===== config.mk =====
export PLATFORM = sky130hd
export DESIGN_NAME = adc_input_mux_config
export DESIGN_NICKNAME = d
export VERILOG_FILES = /design/src/pkg/adc_mux_pkg.sv /design/src/mux_route_decode.sv /design/src/adc_input_mux_config.sv
export SDC_FILE = /design/constraint.sdc
export NUM_CORES = 1
export LEC_CHECK = 0
export ABC_AREA = 1
export BUFFER_PORTS_ARGS = -buffer_cell sky130_fd_sc_hd__buf_2
export CAP_MARGIN = 10
export CORE_AREA = 2 2 98 100
export CTS_CLUSTER_SIZE = 24
export DETAILED_ROUTE_END_ITERATION = 10
export DIE_AREA = 0 0 100 102
export SETUP_SLACK_MARGIN = 0.4
export SLEW_MARGIN = 20
export SYNTH_ARGS = -nofsm -noshare
export SYNTH_HDL_FRONTEND = slang
export SYNTH_SLANG_ARGS = --single-unit
export TNS_END_PERCENT = 10

===== constraint.sdc =====
create_clock -name sys_clk -period 1.7 [get_ports sys_clk]
set_input_delay 0.34 -clock sys_clk [delete_from_list [all_inputs] [get_ports sys_clk]]
set_output_delay 0.34 -clock sys_clk [all_outputs]
set_load 0.005 [all_outputs]

===== src/pkg/adc_mux_pkg.sv =====
// package: register map, field positions and mux source codes for the converter control block
package adc_mux_pkg;

  // ----------------------------------------------------------------
  // register addresses
  // ----------------------------------------------------------------
  localparam logic [7:0] ADDR_PAIR_CFG = 8'hBA;
  localparam logic [7:0] ADDR_CHAN_SEL = 8'hBB;
  localparam logic [7:0] ADDR_CONV_CFG = 8'hBC;
  localparam logic [7:0] ADDR_PIN_SEL = 8'hBD;
  localparam logic [7:0] ADDR_RES_LO = 8'hBE;
  localparam logic [7:0] ADDR_RES_HI = 8'hBF;
  localparam logic [7:0] ADDR_CONV_CTL = 8'hE8;

  // ----------------------------------------------------------------
  // reset values
  // ----------------------------------------------------------------
  localparam logic [7:0] RST_PAIR_CFG = 8'h00;
  localparam logic [7:0] RST_CHAN_SEL = 8'h00;
  localparam logic [7:0] RST_CONV_CFG = 8'h00;
  localparam logic [7:0] RST_PIN_SEL = 8'h00;
  localparam logic [7:0] RST_CONV_CTL = 8'h00;
  localparam logic [15:0] RST_RESULT = 16'h0000;

  // ----------------------------------------------------------------
  // field positions
  // ----------------------------------------------------------------
  localparam int PAIR01_BIT = 0;
  localparam int PAIR23_BIT = 1;
  localparam int HVDIFF_BIT = 2;
  localparam int P3DIFF_BIT = 3;
  localparam logic [7:0] PAIR_CFG_WMASK = 8'h0F;
  localparam int ENABLE_BIT = 7;
  localparam int START_BIT = 4;
  localparam int BUSY_BIT = 5;
  localparam int GAIN_LSB = 0;
  localparam int GAIN_W = 3;
  localparam int CHAN_W = 4;
  localparam int RAW_W = 10;

  // gain codes; unity is the reset code
  localparam logic [2:0] GAIN_X1 = 3'h0;
  localparam logic [2:0] GAIN_X2 = 3'h1;
  localparam logic [2:0] GAIN_X4 = 3'h2;
  localparam logic [2:0] GAIN_X8 = 3'h3;
  localparam logic [2:0] GAIN_X16 = 3'h4;
  localparam logic [2:0] GAIN_HALF = 3'h6;

  // ----------------------------------------------------------------
  // mux sources and routing carrier
  // ----------------------------------------------------------------
  typedef enum logic [3:0] {
    SRC_AIN0 = 4'b0000,
    SRC_AIN1 = 4'b0001,
    SRC_AIN2 = 4'b0010,
    SRC_AIN3 = 4'b0011,
    SRC_HVAMP = 4'b0100,
    SRC_AGND = 4'b0101,
    SRC_P3EVEN = 4'b0110,
    SRC_P3ODD = 4'b0111,
    SRC_TEMP = 4'b1000,
    SRC_HVREF = 4'b1001
  } src_t;

  typedef struct packed {
    src_t posSrc;
    src_t negSrc;
    logic diff;
  } route_t;

  localparam route_t RST_ROUTE = '{posSrc: SRC_AIN0, negSrc: SRC_AGND, diff: 1'b0};

endpackage


===== src/mux_route_decode.sv =====
// channel select plus pair configuration to positive/negative source decoder
`timescale 1ns/100ps
module mux_route_decode
  import adc_mux_pkg::*;
(
  input wire logic [3:0] chanSel,
  input wire logic [3:0] pairCfg,
  output route_t route
);

  // ----------------------------------------------------------------
  // pairing decode
  // ----------------------------------------------------------------
  // each pairing bit covers both channel codes of its pair
  wire inPair01 = (chanSel == 4'h0) || (chanSel == 4'h1);
  wire inPair23 = (chanSel == 4'h2) || (chanSel == 4'h3);
  wire inPairHv = (chanSel == 4'h4) || (chanSel == 4'h5);
  wire inPairP3 = (chanSel == 4'h6) || (chanSel == 4'h7);
  wire diff01 = inPair01 && pairCfg[PAIR01_BIT];
  wire diff23 = inPair23 && pairCfg[PAIR23_BIT];
  wire diffHv = inPairHv && pairCfg[HVDIFF_BIT];
  wire diffP3 = inPairP3 && pairCfg[P3DIFF_BIT];
  wire anyDiff = diff01 || diff23 || diffHv || diffP3;

  // single-ended source per channel code; codes 8..15 all reach the sensor
  wire src_t seSrc = (chanSel[3]) ? SRC_TEMP : src_t'({1'b0, chanSel[2:0]});

  // ----------------------------------------------------------------
  // source selection
  // ----------------------------------------------------------------
  wire src_t diffPos = diff01 ? SRC_AIN0 : diff23 ? SRC_AIN2 : diffHv ? SRC_HVAMP : SRC_P3EVEN;
  wire src_t diffNeg = diff01 ? SRC_AIN1 : diff23 ? SRC_AIN3 : diffHv ? SRC_HVREF : SRC_P3ODD;

  assign route.posSrc = anyDiff ? diffPos : seSrc;
  assign route.negSrc = anyDiff ? diffNeg : SRC_AGND;
  assign route.diff = anyDiff;

endmodule


===== src/adc_input_mux_config.sv =====
// converter subsystem control: enable, mux pairing, gain and result formatting behind the sfr port
`timescale 1ns/100ps
// Function
// - converter blocks run only while enable set
// - nine selectable channels, one 10-bit converter
// - all pairs single-ended after reset
// - software sets pairs differential without reset
// - three-bit gain field in configuration register
// - gains half, one, two, four, eight, sixteen
// - gain is unity after reset
// - any port 3 pin combination selectable
// - even pins one input, odd another
// - high-voltage amplifier selectable like any channel
// - temperature sensor is a selectable source
// - differential results in two's complement
module adc_input_mux_config
  import adc_mux_pkg::*;
(
  input wire logic sys_clk,
  input wire logic reset,
  input wire logic [7:0] sfrAddr,
  input wire logic sfrWrEn,
  input wire logic sfrRdEn,
  input wire logic [7:0] sfrWrData,
  output logic [7:0] sfrRdData,
  input wire logic [9:0] convRaw,
  input wire logic convDone,
  output logic subsysOn,
  output logic convStart,
  output logic [2:0] gainCode,
  output route_t muxRoute,
  output logic [7:0] pinAnalogEn,
  output logic [15:0] resultWord,
  output logic resultDiff
);

  // ----------------------------------------------------------------
  // register state
  // ----------------------------------------------------------------
  logic [7:0] pairCfg_q;
  logic [7:0] chanSel_q;
  logic [7:0] convCfg_q;
  logic [7:0] pinSel_q;
  logic convEn_q;
  logic busy_q;
  logic convStart_q;
  logic [15:0] result_q;
  logic resultDiff_q;
  route_t route_q;
  logic [7:0] rdData_q;
  route_t routeNext;

  // address compare, shared by the write and read paths
  function automatic logic hit(input logic [7:0] addr, input logic [7:0] target);
    hit = (addr == target);
  endfunction

  // ----------------------------------------------------------------
  // decode
  // ----------------------------------------------------------------
  wire wrPair = sfrWrEn && hit(sfrAddr, ADDR_PAIR_CFG);
  wire wrChan = sfrWrEn && hit(sfrAddr, ADDR_CHAN_SEL);
  wire wrCfg = sfrWrEn && hit(sfrAddr, ADDR_CONV_CFG);
  wire wrPin = sfrWrEn && hit(sfrAddr, ADDR_PIN_SEL);
  wire wrCtl = sfrWrEn && hit(sfrAddr, ADDR_CONV_CTL);

  // start is only honoured when the same write sets enable and the converter is idle
  wire enNext = wrCtl ? sfrWrData[ENABLE_BIT] : convEn_q;
  wire startReq = wrCtl && sfrWrData[START_BIT] && sfrWrData[ENABLE_BIT] && !busy_q;
  // a done from a powered-down converter is stale and dropped
  wire takeResult = convDone && convEn_q && busy_q;

  // offset binary to two's complement: flip the msb, extend the sign
  wire [15:0] seWord = {6'h00, convRaw};
  wire [15:0] diffWord = {{6{~convRaw[9]}}, ~convRaw[9], convRaw[8:0]};
  wire [15:0] resultNext = route_q.diff ? diffWord : seWord;

  // control register readback shows live busy state
  wire [7:0] ctlRead = {convEn_q, 1'b0, busy_q, 5'h00};

  // reserved pair bits read as zero
  wire [7:0] rdMux =
    hit(sfrAddr, ADDR_PAIR_CFG) ? (pairCfg_q & PAIR_CFG_WMASK) :
    hit(sfrAddr, ADDR_CHAN_SEL) ? chanSel_q :
    hit(sfrAddr, ADDR_CONV_CFG) ? convCfg_q :
    hit(sfrAddr, ADDR_PIN_SEL) ? pinSel_q :
    hit(sfrAddr, ADDR_RES_LO) ? result_q[7:0] :
    hit(sfrAddr, ADDR_RES_HI) ? result_q[15:8] :
    hit(sfrAddr, ADDR_CONV_CTL) ? ctlRead : 8'h00;

  // routing follows the live registers; registered one cycle later
  mux_route_decode u_mux_route_decode
  (
    .chanSel(chanSel_q[CHAN_W-1:0]),
    .pairCfg(pairCfg_q[3:0]),
    .route(routeNext)
  );

  // ----------------------------------------------------------------
  // configuration registers
  // ----------------------------------------------------------------
  // pairing writes take effect on the next edge, no reset needed
  always_ff @(posedge sys_clk)
  begin
    if (reset)
      pairCfg_q <= RST_PAIR_CFG;
    else if (wrPair)
      pairCfg_q <= sfrWrData & PAIR_CFG_WMASK;
  end

  // channel and pin selection
  always_ff @(posedge sys_clk)
  begin
    if (reset)
    begin
      chanSel_q <= RST_CHAN_SEL;
      pinSel_q <= RST_PIN_SEL;
    end
    else
    begin
      if (wrChan)
        chanSel_q <= sfrWrData;
      if (wrPin)
        pinSel_q <= sfrWrData;
    end
  end

  // gain field lives in the low bits of the configuration register
  always_ff @(posedge sys_clk)
  begin
    if (reset)
      convCfg_q <= RST_CONV_CFG;
    else if (wrCfg)
      convCfg_q <= sfrWrData;
  end

  // ----------------------------------------------------------------
  // enable and conversion sequencing
  // ----------------------------------------------------------------
  // clearing enable also abandons any conversion in flight
  always_ff @(posedge sys_clk)
  begin
    if (reset)
    begin
      convEn_q <= 1'b0;
      busy_q <= 1'b0;
      convStart_q <= 1'b0;
    end
    else
    begin
      convEn_q <= enNext;
      convStart_q <= startReq;
      if (!enNext)
        busy_q <= 1'b0;
      else if (startReq)
        busy_q <= 1'b1;
      else if (takeResult)
        busy_q <= 1'b0;
    end
  end

  // result capture keeps the format of the route it was taken on
  always_ff @(posedge sys_clk)
  begin
    if (reset)
    begin
      result_q <= RST_RESULT;
      resultDiff_q <= 1'b0;
    end
    else if (takeResult)
    begin
      result_q <= resultNext;
      resultDiff_q <= route_q.diff;
    end
  end

  // route and read data registers
  always_ff @(posedge sys_clk)
  begin
    if (reset)
    begin
      route_q <= RST_ROUTE;
      rdData_q <= 8'h00;
    end
    else
    begin
      route_q <= routeNext;
      rdData_q <= sfrRdEn ? rdMux : 8'h00;
    end
  end

  // ----------------------------------------------------------------
  // outputs
  // ----------------------------------------------------------------
  // gain and enables straight from flops; only subsysOn signals shutdown, pin enables and route stay live while off
  assign subsysOn = convEn_q;
  assign convStart = convStart_q;
  assign gainCode = convCfg_q[GAIN_LSB +: GAIN_W];
  assign muxRoute = route_q;
  // bits 0,2,4,6 join the even input, 1,3,5,7 the odd; shorting is analog
  assign pinAnalogEn = pinSel_q;
  assign resultWord = result_q;
  assign resultDiff = resultDiff_q;
  assign sfrRdData = rdData_q;
endmodule


==> flow_results.org <==
** Run status
- The flow ran to the end, and the final reports show no timing, DRC or antenna violations.

** Drt
- Vias after detailed routing :: 2551
- The first routing iteration left 138 violations.
- Post-route ant nets :: 0
- Avg Vias per Cell :: 4.65
- After detailed routing, the total wire length is 7.26 mm.
- Routed wire length per instance :: 13.2 um
- For this run, design rule violations remaining after detail routing come to 0.
- Number of search-and-repair iterations in the first detailed-routing pass :: 4

** Pwr
- Total leakage power :: 1.58 nW
- In this run switching power makes up 23.6% of total power.
- Power share of the sequential group :: 49.5%
- Portion of total power attributed to combinational logic :: 5.0%
- Across the VDD grid, the largest voltage drop is 0.385 mV.
- Total chip power :: 2.80 mW
- In this run the power density over the cells is 851 nW/um^2.
- Fraction of power consumed by the clock network :: 45.5%
- For this design the total switching power over the nets is 660 uW.
- Internal power summed over all cells :: 2.14 mW

** Synth
- In the synthesized netlist the dominant register cell turns out to be sky130_fd_sc_hd__dfxtp_1.
- Top area cells in the synthesized netlist :: sky130_fd_sc_hd__dfxtp_1 (44%), sky130_fd_sc_hd__nand2_1 (8.0%), sky130_fd_sc_hd__inv_1 (7.0%), sky130_fd_sc_hd__a21oi_1 (6.7%), sky130_fd_sc_hd__nor2_1 (5.2%)
- When the netlist entered floorplanning its net count stood at 393.
- The share of the Yosys chip area taken by registers is 44.1%.
- For this run, the number of Yosys warnings is 0.
- Proportion of register bits with asynchronous set or reset after synthesis :: 0%
- Post-Syn Instances :: 361
- Portion of synthesized cell area occupied by the leading cell type :: 44.1%
- After synthesis the netlist holds a flip-flop and latch count of 59.
- The synthesized netlist occupies a cell area of 2680 sq um.
- The netlist uses 31 different library cells.
- Post-synthesis average cell area :: 7.42 sq um
- Count of flip-flops with a built-in enable after synthesis :: 0
- sky130_fd_sc_hd__dfxtp_1 takes more of the synthesized area than any other cell.

** Cells and area
- Non-filler instance count after layout :: 549
- Counting the fill cells in the layout gives 967.
- Fraction of layout cells with a size suffix above 1 :: 29.5%
- Commonest cells after routing, fill and taps aside :: sky130_fd_sc_hd__buf_2 (76), sky130_fd_sc_hd__nand2_1 (57), sky130_fd_sc_hd__dfxtp_1 (55), sky130_fd_sc_hd__inv_1 (49)
- Relative to the synthesized area, the layout overhead comes to 22.9%.
- Net total in the final layout :: 465
- Most common cell after layout, fill and taps aside :: sky130_fd_sc_hd__buf_2
- Antenna Cells :: 0

** Timing
- The worst path in the final design needs a cycle of 1240 ps, including I/O delays and setup.
- Setup violations remaining at the end of the flow were counted as 0.
- Total Neg Setup Slack :: 0 ps
- The worst path uses 72.7% of the clock period.
- Setup repair after global routing could not meet its margin everywhere.
- Clock Skew :: 8.46 ps
- Final hold viol count :: 0
- Final-report max-slew violation count :: 0
- Max Freq :: 810 MHz

** Clock tree
- Post-CTS clock slew at the launch and capture registers of the worst setup and hold paths :: 70 ps
- In this run the deepest clock path goes through 2 buffers.
- Insertion delay of the later-clocked pin in the worst-skew pair :: 340 ps
- CTS built an H-tree with a depth of 3.
- The number of hold buffers added after CTS was 0.
- Clock tree from TritonCTS :: built
- CTS saw 59 sinks.
- In this run the clock root is driven by a sky130_fd_sc_hd__clkbuf_8.
- Number of buffers added by the clock tree synthesis step :: 9

** Setup path
- Worst setup EP type :: register
- Sort of element at the start of the critical path :: primary input
- Data on the critical path arrives at its endpoint at 1460 ps.
- Register-to-Register Path Depth :: 4
- Worst R2R Start :: subsysOn$_SDFF_PP0_
- The endpoint identified for the worst register-to-register timing path is resultWord[9]$_SDFFE_PP0P_.
- CP Data Required Time :: 1920 ps
- By startpoint and endpoint, the worst setup path is classified as in -> reg.
- Crit-path max FO :: 13
- Minimum setup slack among reg-to-reg paths :: 530 ps

** Min path
- Worst-case hold path end point :: resultWord[5]$_SDFFE_PP0P_
- The worst hold path begins at convRaw[5].
- Worst hold path class :: in -> reg
- The worst hold path was traced through 3 stages.

** Floorplan
- The floorplan step set the die height to 102 um.
- The region available for standard cell placement spans 9110 sq um.
- The floorplan step defined a die boundary enclosing 10200 sq um.
- The die is 100 um wide.
- I/O Pins :: 78
- Floorplan row count :: 35
- Initial core utilization :: 29.4%

** GRT
- Pin count of the biggest net entering global routing :: 35
- Total routing resource utilization after global routing :: 14.5%
- Overflow left after global routing :: 0
- Wire length of the first global-routing pass :: 11.4 mm
- Vias in the first global route :: 2319
- Number of antenna violations at the first check in global routing :: 0

** Placement
- In this run the tool buffered the top-level ports with 76 buffer cells.
- Number of instances in the placed design :: 532
- Routability-driven placement finished with a final weighted congestion of 0.849.
- Half-perimeter wire length after detailed placement :: 5.48 mm

** Run
- Max-cap violation count :: 0
## cell usage after synthesis, types with 2 or more instances
cell type and count:
sky130_fd_sc_hd__dfxtp_1 59, sky130_fd_sc_hd__nand2_1 57, sky130_fd_sc_hd__inv_1 50, sky130_fd_sc_hd__nor2_1 37, sky130_fd_sc_hd__a21oi_1 36, sky130_fd_sc_hd__o21ai_0 27
sky130_fd_sc_hd__nand3_1 24, sky130_fd_sc_hd__buf_4 9, sky130_fd_sc_hd__nand4_1 7, sky130_fd_sc_hd__nor3_1 7, sky130_fd_sc_hd__o21ai_1 6, sky130_fd_sc_hd__buf_6 5
sky130_fd_sc_hd__clkbuf_1 5, sky130_fd_sc_hd__nand2_2 5, sky130_fd_sc_hd__o21ai_2 4, sky130_fd_sc_hd__a21oi_2 3, sky130_fd_sc_hd__nand2_4 3, sky130_fd_sc_hd__nor2_4 3
sky130_fd_sc_hd__buf_2 2
## power by group through the flow
| stage | registers [mW] | clock network (mW) | logic [mW] |
|---|---|---|---|
| after floorplan | 1.42 | 0 | 0.0725 |
| after global placement | 1.42 | 0 | 0.137 |
| after detailed placement | 1.42 | 0 | 0.138 |
| after CTS | 1.38 | 1.29 | 0.140 |
| after global routing | 1.38 | 1.35 | 0.156 |
| final | 1.38 | 1.27 | 0.140 |
## state kept, by name (all words and copies together) (netlist names)
signal and cells:
resultWord 11, chanSel_q 8, convCfg_q 8, muxRoute 8, pinAnalogEn 8, sfrRdData 8
pairCfg_q 4, busy_q 1, convStart 1, resultDiff 1, subsysOn 1
## worst max path at each step
stage,from,endpoint,slack [ps]
after floorplan,sfrAddr[6],convCfg_q[4]$_SDFFE_PP0P_,450
after global placement,sfrAddr[6],pinAnalogEn[2]$_SDFFE_PP0P_,140
after detailed placement,sfrAddr[6],pinAnalogEn[2]$_SDFFE_PP0P_,110
after CTS,resultWord[14]$_SDFFE_PP0P_,resultWord[15],400
after global routing,chanSel_q[3]$_SDFFE_PP0P_,muxRoute[2]$_SDFF_PP0_,370
final,sfrAddr[6],pinAnalogEn[2]$_SDFFE_PP0P_,460
## logic make-up after synthesis
| kind of cell | count (synthesis) | share of synthesized area [%] |
|---|---|---|
| other | 1 | 0.140 |
| adder cells (fa/ha/maj) | 1 | 0.467 |
| buffers and inverters | 76 | 14.2 |
| flip-flops | 59 | 44.1 |
| AO/OA/AOI/OAI | 78 | 15.7 |
| AND/OR/NAND/NOR | 146 | 25.4 |
## metal layers
layer	vias up	GRT usage [%]	share of wire (%)
li1	1290	-	-
met1	1156	18.9	46
met2	97	22.8	45
met3	8	4.17	7.3
met4	0	5.48	1.6
met5	-	0	0
## metrics by stage
step	area, sq um	util, %	hold slack (ps)	setup slack [ps]
floorplan	2680	-	423	452
global placement	3080	33.8	440	143
finish	3290	36.1	283	465
global route	3290	36.1	283	368
CTS	3270	35.9	277	403
detailed placement	3080	33.8	449	115
## area by class of cell
| type | count | area, sq um | area share [%] |
|---|---|---|---|
| clock inverters | 5 | 52.6 | 1.60 |
| flip-flops and latches | 59 | 1190 | 36.0 |
| well taps | 111 | 139 | 4.22 |
| inverters | 53 | 206 | 6.27 |
| clock buffers | 11 | 141 | 4.30 |
| repair buffers | 84 | 440 | 13.4 |
| multi-input cells | 226 | 1120 | 34.2 |
## critical path, stage by stage
cell,delay [ps]
sky130_fd_sc_hd__buf_2,110
sky130_fd_sc_hd__inv_1,60
sky130_fd_sc_hd__nand2_2,60
sky130_fd_sc_hd__nor2_4,270
sky130_fd_sc_hd__nand2_2,130
sky130_fd_sc_hd__inv_4,120
sky130_fd_sc_hd__nand2_4,110
sky130_fd_sc_hd__o21ai_0,200
sky130_fd_sc_hd__a21oi_1,60
## repair_timing
action                     in CTS  in global routing
setup endpoints to repair       0                 17
gates resized for setup         0                  7
buffers inserted                0                  1
No activity file was read; power rests on OpenSTA's default activity.
